`config.mk`:
```
export PLATFORM = sky130hd
export DESIGN_NAME = uart_shadow_control_regs
export DESIGN_NICKNAME = d
export VERILOG_FILES = /design/src/uart_aux_pkg.sv /design/src/uart_shadow_control_regs.sv
export SDC_FILE = /design/constraint.sdc
export NUM_CORES = 1
export LEC_CHECK = 0
export BUFFER_PORTS_ARGS = -buffer_cell sky130_fd_sc_hd__buf_2
export CORE_UTILIZATION = 42
export CTS_BUF_LIST = sky130_fd_sc_hd__clkbuf_4 sky130_fd_sc_hd__clkbuf_8 sky130_fd_sc_hd__clkbuf_16
export DETAILED_ROUTE_END_ITERATION = 7
export GPL_TIMING_DRIVEN = 0
export PLACE_DENSITY = 0.59
export SETUP_SLACK_MARGIN = 0.1
export SYNTH_ARGS = -nofsm -noshare
export SYNTH_HDL_FRONTEND = slang
export SYNTH_SLANG_ARGS = --single-unit
```
`constraint.sdc`:
```
create_clock -name i_clk_sys -period 3.7 [get_ports i_clk_sys]
set_input_delay 0.185 -clock i_clk_sys [delete_from_list [all_inputs] [get_ports i_clk_sys]]
set_output_delay 0.185 -clock i_clk_sys [all_outputs]
set_load 0.01 [all_outputs]
```
`src/uart_aux_pkg.sv`:
```
// Constants and types for the UART auxiliary control and status block
package uart_aux_pkg;

   // ==========================================================
   // Bus geometry
   localparam int ADDR_W = 32;
   localparam int DATA_W = 32;
   localparam int REG_W = 16;
   localparam int CHAR_W = 8;
   localparam int FIFO_DEPTH_DEF = 16;

   // ==========================================================
   // Register byte addresses
   localparam logic [ADDR_W-1:0] ADDR_TX_FILL = 32'h5000_1180;
   localparam logic [ADDR_W-1:0] ADDR_RX_FILL = 32'h5000_1184;
   localparam logic [ADDR_W-1:0] ADDR_SOFT_RESET = 32'h5000_1188;
   localparam logic [ADDR_W-1:0] ADDR_FLOW_SHADOW = 32'h5000_118c;
   localparam logic [ADDR_W-1:0] ADDR_BREAK_SHADOW = 32'h5000_1190;
   localparam logic [ADDR_W-1:0] ADDR_MODEM_CTRL = 32'h5000_1200;
   localparam logic [ADDR_W-1:0] ADDR_LINE_CTRL = 32'h5000_1204;
   localparam logic [ADDR_W-1:0] ADDR_FIFO_CTRL = 32'h5000_1208;

   // ==========================================================
   // Field positions
   localparam int BIT_SOFT_RESET = 0;
   localparam int BIT_RX_FLUSH = 1;
   localparam int BIT_TX_FLUSH = 2;
   localparam int BIT_MIRROR = 0;
   localparam int BIT_MCR_RTS = 1;
   localparam int BIT_MCR_LOOP = 4;
   localparam int BIT_MCR_AUTO_FLOW = 5;
   localparam int BIT_MCR_INFRARED = 6;
   localparam int BIT_LCR_BREAK = 6;
   localparam int BIT_FCR_ENABLE = 0;
   localparam int BIT_FCR_TRIG_LO = 6;
   localparam int BIT_FCR_TRIG_HI = 7;

   // ==========================================================
   // Reset values and codes
   localparam logic [REG_W-1:0] REG_RESET = 16'h0000;
   localparam logic [1:0] RESP_OKAY = 2'h0;
   localparam logic [1:0] RESP_SLVERR = 2'h2;
   localparam logic [1:0] TRIG_ONE = 2'h0;
   localparam logic [1:0] TRIG_QUARTER = 2'h1;
   localparam logic [1:0] TRIG_HALF = 2'h2;
   localparam int TRIG_GAP_FROM_FULL = 2;

   // ==========================================================
   // Timing
   localparam int CLK_PERIOD_NS = 4;
   localparam int IR_PULSE_PERIOD_NS = 1600;
   localparam int IR_PULSE_CYCLES = IR_PULSE_PERIOD_NS / CLK_PERIOD_NS;

   typedef enum logic [3:0] {
      SEL_TX_FILL, SEL_RX_FILL, SEL_SOFT_RESET, SEL_FLOW_SHADOW, SEL_BREAK_SHADOW,
      SEL_MODEM_CTRL, SEL_LINE_CTRL, SEL_FIFO_CTRL, SEL_NONE
   } reg_sel_t;

endpackage

```
`src/uart_shadow_control_regs.sv`:
```
// UART auxiliary control: FIFO fill counts, flushes, soft reset, shadow bits
// Functional notes
// - Transmit FIFO entry count readable, 16 bits
// - Receive FIFO entry count readable, 16 bits
// - Transmit flush bit empties transmit FIFO
// - Receive flush bit empties receive FIFO
// - Flush bits clear themselves after acting
// - Soft reset asserts asynchronously, releases synchronously
// - Soft reset covers every clock domain
// - Request shadow shares modem control request bit
// - Request output low when bit set
// - Auto flow with FIFO enabled forces request high above trigger
// - Loopback holds request output high
// - Loopback feeds request bit to modem input
// - Break shadow shares line control break bit
// - Break without loopback holds serial output low
// - Break in infrared mode pulses infrared output
// - Break in loopback reaches own receiver
`timescale 1ns/1ps
`default_nettype none

module uart_shadow_control_regs #(
   parameter int FIFO_DEPTH = uart_aux_pkg::FIFO_DEPTH_DEF
) (
   // Clock and reset
   input wire logic i_clk_sys,
   input wire logic i_srst,
   // AXI4-Lite write address and data
   input wire logic [uart_aux_pkg::ADDR_W-1:0] i_awaddr,
   input wire logic i_awvalid,
   output logic o_awready,
   input wire logic [uart_aux_pkg::DATA_W-1:0] i_wdata,
   input wire logic [uart_aux_pkg::DATA_W/8-1:0] i_wstrb,
   input wire logic i_wvalid,
   output logic o_wready,
   output logic [1:0] o_bresp,
   output logic o_bvalid,
   input wire logic i_bready,
   // AXI4-Lite read
   input wire logic [uart_aux_pkg::ADDR_W-1:0] i_araddr,
   input wire logic i_arvalid,
   output logic o_arready,
   output logic [uart_aux_pkg::DATA_W-1:0] o_rdata,
   output logic [1:0] o_rresp,
   output logic o_rvalid,
   input wire logic i_rready,
   // Transmit FIFO fill side and drain side
   input wire logic i_tx_valid,
   input wire logic [uart_aux_pkg::CHAR_W-1:0] i_tx_data,
   output logic o_tx_ready,
   output logic o_txq_valid,
   output logic [uart_aux_pkg::CHAR_W-1:0] o_txq_data,
   input wire logic i_txq_ready,
   // Receive FIFO fill side and drain side
   input wire logic i_rx_valid,
   input wire logic [uart_aux_pkg::CHAR_W-1:0] i_rx_data,
   output logic o_rx_ready,
   output logic o_rxq_valid,
   output logic [uart_aux_pkg::CHAR_W-1:0] o_rxq_data,
   input wire logic i_rxq_ready,
   // Serial datapath in, line outputs
   input wire logic i_ser_out,
   input wire logic i_sir_out_n,
   output logic o_sout,
   output logic o_sir_out_n,
   output logic o_rts_n,
   // Loopback paths and controller state
   output logic o_loop_cts,
   output logic o_loop_rxd,
   output logic o_loopback,
   output logic o_fifo_enable,
   output logic o_core_rst
);
   import uart_aux_pkg::*;
   localparam int PTR_W = (FIFO_DEPTH > 1) ? $clog2(FIFO_DEPTH) : 1;
   localparam int CNT_W = $clog2(FIFO_DEPTH + 1);
   localparam logic [CNT_W-1:0] DEPTH_C = CNT_W'(FIFO_DEPTH);
   localparam logic [PTR_W-1:0] PTR_LAST = PTR_W'(FIFO_DEPTH - 1);
   localparam logic [15:0] IR_LAST = 16'(IR_PULSE_CYCLES - 1);
   function automatic reg_sel_t decode(input logic [ADDR_W-1:0] addr);
      if (addr == ADDR_TX_FILL) return SEL_TX_FILL;
      else if (addr == ADDR_RX_FILL) return SEL_RX_FILL;
      else if (addr == ADDR_SOFT_RESET) return SEL_SOFT_RESET;
      else if (addr == ADDR_FLOW_SHADOW) return SEL_FLOW_SHADOW;
      else if (addr == ADDR_BREAK_SHADOW) return SEL_BREAK_SHADOW;
      else if (addr == ADDR_MODEM_CTRL) return SEL_MODEM_CTRL;
      else if (addr == ADDR_LINE_CTRL) return SEL_LINE_CTRL;
      else if (addr == ADDR_FIFO_CTRL) return SEL_FIFO_CTRL;
      else return SEL_NONE;
   endfunction
   function automatic logic [PTR_W-1:0] next_ptr(input logic [PTR_W-1:0] p);
      return (p == PTR_LAST) ? '0 : PTR_W'(p + 1'b1);
   endfunction
   // ==========================================================
   // Bus write channel
   logic aw_have;
   logic w_have;
   logic [ADDR_W-1:0] wr_addr;
   logic [DATA_W-1:0] wr_data;
   logic wr_lane0;
   wire aw_take = i_awvalid && o_awready;
   wire w_take = i_wvalid && o_wready;
   wire wr_fire = aw_have && w_have && !o_bvalid;
   wire b_done = o_bvalid && i_bready;
   wire next_aw_have = wr_fire ? 1'b0 : (aw_have || aw_take);
   wire next_w_have = wr_fire ? 1'b0 : (w_have || w_take);
   reg_sel_t wr_sel;
   assign wr_sel = decode(wr_addr);
   wire wr_ok = wr_fire && wr_lane0;
   always_ff @(posedge i_clk_sys) begin
      if (i_srst) begin
         aw_have <= 1'b0;
         w_have <= 1'b0;
         wr_addr <= '0;
         wr_data <= '0;
         wr_lane0 <= 1'b0;
         o_awready <= 1'b0;
         o_wready <= 1'b0;
         o_bvalid <= 1'b0;
         o_bresp <= RESP_OKAY;
      end else begin
         aw_have <= next_aw_have;
         w_have <= next_w_have;
         o_awready <= !next_aw_have && !(o_bvalid && !b_done);
         o_wready <= !next_w_have && !(o_bvalid && !b_done);
         if (aw_take) begin
            wr_addr <= i_awaddr;
         end
         if (w_take) begin
            wr_data <= i_wdata;
            wr_lane0 <= i_wstrb[0];
         end
         if (wr_fire) begin
            o_bvalid <= 1'b1;
            o_bresp <= (wr_sel == SEL_NONE) ? RESP_SLVERR : RESP_OKAY;
         end else if (b_done) begin
            o_bvalid <= 1'b0;
         end
      end
   end
   // Decoded write strobes; flushes exist for this one cycle only
   wire wr_flow_shadow = wr_ok && (wr_sel == SEL_FLOW_SHADOW);
   wire wr_break_shadow = wr_ok && (wr_sel == SEL_BREAK_SHADOW);
   wire wr_modem = wr_ok && (wr_sel == SEL_MODEM_CTRL);
   wire wr_line = wr_ok && (wr_sel == SEL_LINE_CTRL);
   wire wr_fifo = wr_ok && (wr_sel == SEL_FIFO_CTRL);
   wire wr_soft = wr_ok && (wr_sel == SEL_SOFT_RESET);
   wire flush_tx = (wr_soft || wr_fifo) && wr_data[BIT_TX_FLUSH];
   wire flush_rx = (wr_soft || wr_fifo) && wr_data[BIT_RX_FLUSH];
   wire soft_hit = wr_soft && wr_data[BIT_SOFT_RESET];
   // ==========================================================
   // Soft reset: set at once, released through two clocked stages
   logic soft_req;
   logic [1:0] rst_sync;
   always_ff @(posedge i_clk_sys) begin
      if (i_srst) begin
         soft_req <= 1'b0;
      end else begin
         soft_req <= soft_hit;
      end
   end
   always_ff @(posedge i_clk_sys or posedge soft_req) begin
      if (soft_req) begin
         rst_sync <= 2'h3;
      end else if (i_srst) begin
         rst_sync <= 2'h3;
      end else begin
         rst_sync <= {rst_sync[0], 1'b0};
      end
   end
   // i_srst sets the stages too, so core flops need no sync reset path
   wire core_rst = rst_sync[1];
   assign o_core_rst = rst_sync[1];
   // ==========================================================
   // Shared control bits; main and shadow registers write the same flop
   logic rts_bit;
   logic break_bit;
   logic loop_bit;
   logic auto_flow;
   logic infrared;
   logic fifo_en;
   logic [1:0] rx_trig;
   always_ff @(posedge i_clk_sys or posedge core_rst) begin
      if (core_rst) begin
         rts_bit <= 1'b0;
         break_bit <= 1'b0;
         loop_bit <= 1'b0;
         auto_flow <= 1'b0;
         infrared <= 1'b0;
         fifo_en <= 1'b0;
         rx_trig <= TRIG_ONE;
      end else begin
         if (wr_flow_shadow) begin
            rts_bit <= wr_data[BIT_MIRROR];
         end else if (wr_modem) begin
            rts_bit <= wr_data[BIT_MCR_RTS];
         end
         if (wr_modem) begin
            loop_bit <= wr_data[BIT_MCR_LOOP];
            auto_flow <= wr_data[BIT_MCR_AUTO_FLOW];
            infrared <= wr_data[BIT_MCR_INFRARED];
         end
         if (wr_break_shadow) begin
            break_bit <= wr_data[BIT_MIRROR];
         end else if (wr_line) begin
            break_bit <= wr_data[BIT_LCR_BREAK];
         end
         if (wr_fifo) begin
            fifo_en <= wr_data[BIT_FCR_ENABLE];
            rx_trig <= wr_data[BIT_FCR_TRIG_HI:BIT_FCR_TRIG_LO];
         end
      end
   end
   // ==========================================================
   // FIFOs with a two-entry output buffer; channel 0 transmit, 1 receive
   logic ch_in_ready [2];
   logic ch_out_valid [2];
   logic [CHAR_W-1:0] ch_out_data [2];
   logic [REG_W-1:0] ch_level [2];
   for (genvar g = 0; g < 2; g++) begin : g_chan
      logic [CHAR_W-1:0] mem [FIFO_DEPTH];
      logic [PTR_W-1:0] wptr;
      logic [PTR_W-1:0] rptr;
      logic [CNT_W-1:0] cnt;
      logic [1:0] held;
      logic [CHAR_W-1:0] slot1;
      wire in_valid = (g == 0) ? i_tx_valid : i_rx_valid;
      wire [CHAR_W-1:0] in_data = (g == 0) ? i_tx_data : i_rx_data;
      wire out_ready = (g == 0) ? i_txq_ready : i_rxq_ready;
      wire flush = (g == 0) ? flush_tx : flush_rx;
      wire push = in_valid && ch_in_ready[g];
      wire pop = ch_out_valid[g] && out_ready;
      wire [1:0] held_left = held - {1'b0, pop};
      wire move = (cnt != '0) && (held_left != 2'h2);
      wire [CNT_W-1:0] next_cnt = cnt + CNT_W'(push) - CNT_W'(move);
      wire [1:0] next_held = held_left + {1'b0, move};
      wire [CHAR_W-1:0] shifted0 = pop ? slot1 : ch_out_data[g];
      wire [CHAR_W-1:0] next_slot0 = (move && held_left == 2'h0) ? mem[rptr] : shifted0;
      wire [CHAR_W-1:0] next_slot1 = (move && held_left == 2'h1) ? mem[rptr] : slot1;
      // Storage carries no reset so it maps onto plain RAM
      always_ff @(posedge i_clk_sys) begin
         if (push) begin
            mem[wptr] <= in_data;
         end
      end
      always_ff @(posedge i_clk_sys or posedge core_rst) begin
         if (core_rst) begin
            wptr <= '0;
            rptr <= '0;
            cnt <= '0;
            held <= 2'h0;
            slot1 <= '0;
            ch_out_data[g] <= '0;
            ch_out_valid[g] <= 1'b0;
            ch_in_ready[g] <= 1'b0;
            ch_level[g] <= REG_RESET;
         end else if (flush) begin
            wptr <= '0;
            rptr <= '0;
            cnt <= '0;
            held <= 2'h0;
            ch_out_valid[g] <= 1'b0;
            ch_in_ready[g] <= 1'b1;
            ch_level[g] <= REG_RESET;
         end else begin
            if (push) begin
               wptr <= next_ptr(wptr);
            end
            if (move) begin
               rptr <= next_ptr(rptr);
            end
            cnt <= next_cnt;
            held <= next_held;
            slot1 <= next_slot1;
            ch_out_data[g] <= next_slot0;
            ch_out_valid[g] <= (next_held != 2'h0);
            ch_in_ready[g] <= (next_cnt < DEPTH_C);
            ch_level[g] <= REG_W'(next_cnt) + REG_W'(next_held);
         end
      end
   end
   assign o_tx_ready = ch_in_ready[0];
   assign o_txq_valid = ch_out_valid[0];
   assign o_txq_data = ch_out_data[0];
   assign o_rx_ready = ch_in_ready[1];
   assign o_rxq_valid = ch_out_valid[1];
   assign o_rxq_data = ch_out_data[1];
   // ==========================================================
   // Line outputs
   wire [REG_W-1:0] trig_level =
      (rx_trig == TRIG_ONE) ? REG_W'(1) :
      (rx_trig == TRIG_QUARTER) ? REG_W'(FIFO_DEPTH / 4) :
      (rx_trig == TRIG_HALF) ? REG_W'(FIFO_DEPTH / 2) :
      REG_W'(FIFO_DEPTH - TRIG_GAP_FROM_FULL);
   wire rx_above = ch_level[1] > trig_level;
   wire flow_hold = auto_flow && fifo_en && rx_above;
   wire next_rts_n = loop_bit ? 1'b1 : (!rts_bit || flow_hold);
   wire next_sout = loop_bit ? 1'b1 : (break_bit ? 1'b0 : i_ser_out);
   // The break pulse train is a fixed rate, independent of the baud divisor
   logic [15:0] ir_count;
   wire ir_tick = (ir_count == IR_LAST);
   wire next_sir_n = (break_bit && infrared) ? !ir_tick : i_sir_out_n;
   always_ff @(posedge i_clk_sys or posedge core_rst) begin
      if (core_rst) begin
         ir_count <= '0;
         o_rts_n <= 1'b1;
         o_sout <= 1'b1;
         o_sir_out_n <= 1'b1;
         o_loop_cts <= 1'b0;
         o_loop_rxd <= 1'b1;
         o_loopback <= 1'b0;
         o_fifo_enable <= 1'b0;
      end else begin
         ir_count <= ir_tick ? '0 : 16'(ir_count + 1'b1);
         o_rts_n <= next_rts_n;
         o_sout <= next_sout;
         o_sir_out_n <= next_sir_n;
         o_loop_cts <= loop_bit && rts_bit;
         o_loop_rxd <= break_bit ? 1'b0 : i_ser_out;
         o_loopback <= loop_bit;
         o_fifo_enable <= fifo_en;
      end
   end
   // ==========================================================
   // Bus read channel
   reg_sel_t rd_sel;
   logic [REG_W-1:0] rd_value;
   assign rd_sel = decode(i_araddr);
   wire ar_take = i_arvalid && o_arready;
   wire next_rvalid = ar_take ? 1'b1 : (o_rvalid && !i_rready);
   always_comb begin
      rd_value = REG_RESET;
      if (rd_sel == SEL_TX_FILL) begin
         rd_value = ch_level[0];
      end else if (rd_sel == SEL_RX_FILL) begin
         rd_value = ch_level[1];
      end else if (rd_sel == SEL_FLOW_SHADOW) begin
         rd_value[BIT_MIRROR] = rts_bit;
      end else if (rd_sel == SEL_BREAK_SHADOW) begin
         rd_value[BIT_MIRROR] = break_bit;
      end else if (rd_sel == SEL_MODEM_CTRL) begin
         rd_value[BIT_MCR_RTS] = rts_bit;
         rd_value[BIT_MCR_LOOP] = loop_bit;
         rd_value[BIT_MCR_AUTO_FLOW] = auto_flow;
         rd_value[BIT_MCR_INFRARED] = infrared;
      end else if (rd_sel == SEL_LINE_CTRL) begin
         rd_value[BIT_LCR_BREAK] = break_bit;
      end else if (rd_sel == SEL_FIFO_CTRL) begin
         rd_value[BIT_FCR_ENABLE] = fifo_en;
         rd_value[BIT_FCR_TRIG_HI:BIT_FCR_TRIG_LO] = rx_trig;
      end
   end
   always_ff @(posedge i_clk_sys) begin
      if (i_srst) begin
         o_arready <= 1'b0;
         o_rvalid <= 1'b0;
         o_rdata <= '0;
         o_rresp <= RESP_OKAY;
      end else begin
         o_arready <= !next_rvalid;
         o_rvalid <= next_rvalid;
         if (ar_take) begin
            o_rdata <= DATA_W'(rd_value);
            o_rresp <= (rd_sel == SEL_NONE) ? RESP_SLVERR : RESP_OKAY;
         end
      end
   end

endmodule // uart_shadow_control_regs

`default_nettype wire

```
==> results.cfg <==
[detailed_routing]
dr.first_iter.drc_count = 852
vias = 11124
wire_per_inst_um = 18.9
drc = 0
dr.pass1.iters = 5
drt_wl_total_mm = 40.2
drtAntennaViolNets = 0
vias_per_cell = 5.24

[sta]
tightest_slew_ps = 1040
fmax_mhz = 303
final-hold-violation-count = 0
slew_violations = 0
clock_skew_ps = 19.1
period_needed_ps = 3300
rsz0062_at_grt = false
holdWs_ps = 23.0
setup_viol = 0
final.setup.tns_ps = 0
period_share_pct = 89.2
maxSlewHeadroom_pct = 29.9

[finish]
area_delta_synth_final_pct = 19.4
design_area_um2 = 21600
fin_nets = 1715
antenna_cells = 0
drive_above_1_share_pct = 23.0
layout.cells.non_filler = 2124

[clock_network]
cts_tree = done
numCtsBuffers = 44
postCtsSetupRepairBufs = 0
clock-sinks = 425
cts-htree-levels = 2
clockRootBuffer = clkbuf_16
clk_latency_ps = 560
clkSlewWorstSetupHoldPaths_ps = 60
clockBufferDepth = 3

[yosys]
synthCells = 1287
yosysUniqueCellTypes = 67
ys_ff_latch = 425
netlist_area_um2 = 18100
yosysTopAreaCell = edfxtp_1
ys_top_cells_by_area = edfxtp_1, dfrtp_1, mux4_2
synth-main-ff-cell = edfxtp_1
yosysMostFrequentCell = edfxtp_1
synthTopCellsByCount = edfxtp_1, nand2_1, dfrtp_1, a21oi_1, nor2_1
ys_seq_area_share_pct = 64.3
synth_edf_count = 256
yosysWarningCount = 0
synthArstFlopShare_pct = 26.1
yosys.area.top_type_share_pct = 42.5
syn_area_per_cell_um2 = 14.0

[worst_setup_path]
worst-path-buf-inv = 3
crit_arrival_ps = 3770
r2r_end = o_rxq_data[5]$_DFFE_PP0P_
crit_path_top_delay_cell = buf_1
path_max_fanout = 10
r2r_cells = 7
cp.depth = 7
rrSetupSlack_ps = 400
end_kind = flop
crit_chain = buf_1 > clkbuf_1 > buf_1 > a211oi_1 > a21oi_1 > o22ai_1 > a2bb2oi_1
cpPeakStageDelay_ps = 610
path_delay_family = buffers and inverters
required_ps = 4170
criticalPathCategory = reg2reg
start_kind = flop
crit_end = o_rxq_data[5]$_DFFE_PP0P_
crit-reg2reg-launch = g_chan[1].rptr[1]$_DFFE_PP0P_
crit_top_cell = buf_1
setup.worst_path.start = g_chan[1].rptr[1]$_DFFE_PP0P_

[global_routing]
antenna_found_initial = 0
grt_max_degree = 58
grt_pass1_wl_mm = 63.7
overflow = 0
grt_pass1_vias = 11463
grt_use_total_pct = 18.6

[power_and_ir_drop]
vdd_drop_max_mv = 0.349
power_mw = 16.7
p_leak_nw = 8.27
p_per_area_nw_per_um2 = 772

[placement]
post_dp_cell_area_um2 = 19600
placedCellCount = 1994
portBuffers = 142
place.detailed.hpwl_mm = 27.1
place_congestion = 0.847

[run_status]
status = complete, no violations

[die]
rows = 75
die_h_um = 209
core-area_um2 = 42200
die_area_um2 = 43900
initial_utilization_pct = 42.8
ios = 198
die_x_um = 209

[run]
cap_violations = 0

[hold_path]
min_path_type = in2reg
[power breakdown]
part	switching (mW)	internal, mW
clock	1.84	2.70
sequential	0.379	5.75
combinational	3.22	2.76
[layout by cell type (no fill, tap or decap), types with 28 or more instances in the layout]
cell             n
and2_1          41
nand3_1         28
inv_1           33
clkbuf_1        37
nand2_1        114
buf_2          154
nor2_1          70
mux4_2          64
dfrtp_1        105
clkbuf_16       44
a21oi_1         83
dfxtp_1         58
ha_1            33
edfxtp_1       256
dlygate4sd3_1   48
[logic make-up (layout without fill, tap and decap cells)]
family                   Yosys count  after routing  synth area share (%)
multiplexers                     109            109                  10.8
AO/OA/AOI/OAI                    185            185                  6.39
adder cells (fa/ha/maj)           37             37                  2.73
XOR/XNOR                          38             38                  1.84
buffers and inverters            118            391                  3.07
flip-flops                       425            425                  64.3
AND/OR/NAND/NOR                  374            374                  10.8
other                              1             26                0.0207
[worst min-delay path by stage]
stage                                   start                             end  slack, ps  depth (start not counted)
after floorplan           soft_req$_SDFF_PP0_           rst_sync[0]$_DFF_PP1_        190                          1
after global placement    soft_req$_SDFF_PP0_           rst_sync[0]$_DFF_PP1_        210                          1
after detailed placement  soft_req$_SDFF_PP0_           rst_sync[0]$_DFF_PP1_        220                          1
after CTS                        i_rx_data[1]  g_chan[1].mem[14][1]$_DFFE_PP_          5                          1
after global routing             i_rx_data[1]  g_chan[1].mem[15][1]$_DFFE_PP_         10                          1
final                            i_rx_data[4]   g_chan[1].mem[5][4]$_DFFE_PP_         20                          1
[per-layer routing]
| layer | vias to the layer above | global-route usage, % | share of wire [%] |
|---|---|---|---|
| li1 | 5276 | - | - |
| met1 | 5493 | 26.4 | 47 |
| met2 | 301 | 30.4 | 47 |
| met3 | 54 | 2.68 | 4.6 |
| met4 | 0 | 4.68 | 1.8 |
| met5 | - | 0 | 0 |
[registers in the layout (all words and copies together), names as in the netlist, 2 cells and up]
register,flops
g_chan.cnt,10
o_rdata,8
rx_trig,2
o_txq_data,8
g_chan.mem,256
wr_data,7
g_chan.rptr,8
wr_addr,32
g_chan.slot1,16
rst_sync,2
ir_count,16
g_chan.held,4
o_rxq_data,8
g_chan.wptr,8
ch_level,12
[worst register-to-register path: stages, from the launching register on]
cell,delay (ps)
dfrtp_1,530
buf_1,600
clkbuf_1,530
buf_1,610
a211oi_1,210
a21oi_1,380
o22ai_1,180
a2bb2oi_1,170
[layout make-up]
class	instances	area, µm²
Clock inverter	28	320
Sequential cell	425	11600
Inverter	34	130
Clock buffer	54	1180
Buffer	84	428
Tap cell	539	674
Multi-Input combinational cell	769	6010
Timing Repair Buffer	191	1220
Fill cell	3535	20600
[stage by stage]
step           worst slack (ps)  util, %
5_1_grt                     140     51.1
4_1_cts                     129     51.1
3_3_place_gp               -785     46.3
6_report                    401     51.1
2_1_floorplan               447        -
3_5_place_dp                159     46.4
[timing repair]
item	in CTS	in global routing
hold endpoints to repair	56	0
setup endpoints to repair	0	14
hold buffers	48	0
gates resized for setup	0	4
(Power assumes the default switching activity.)
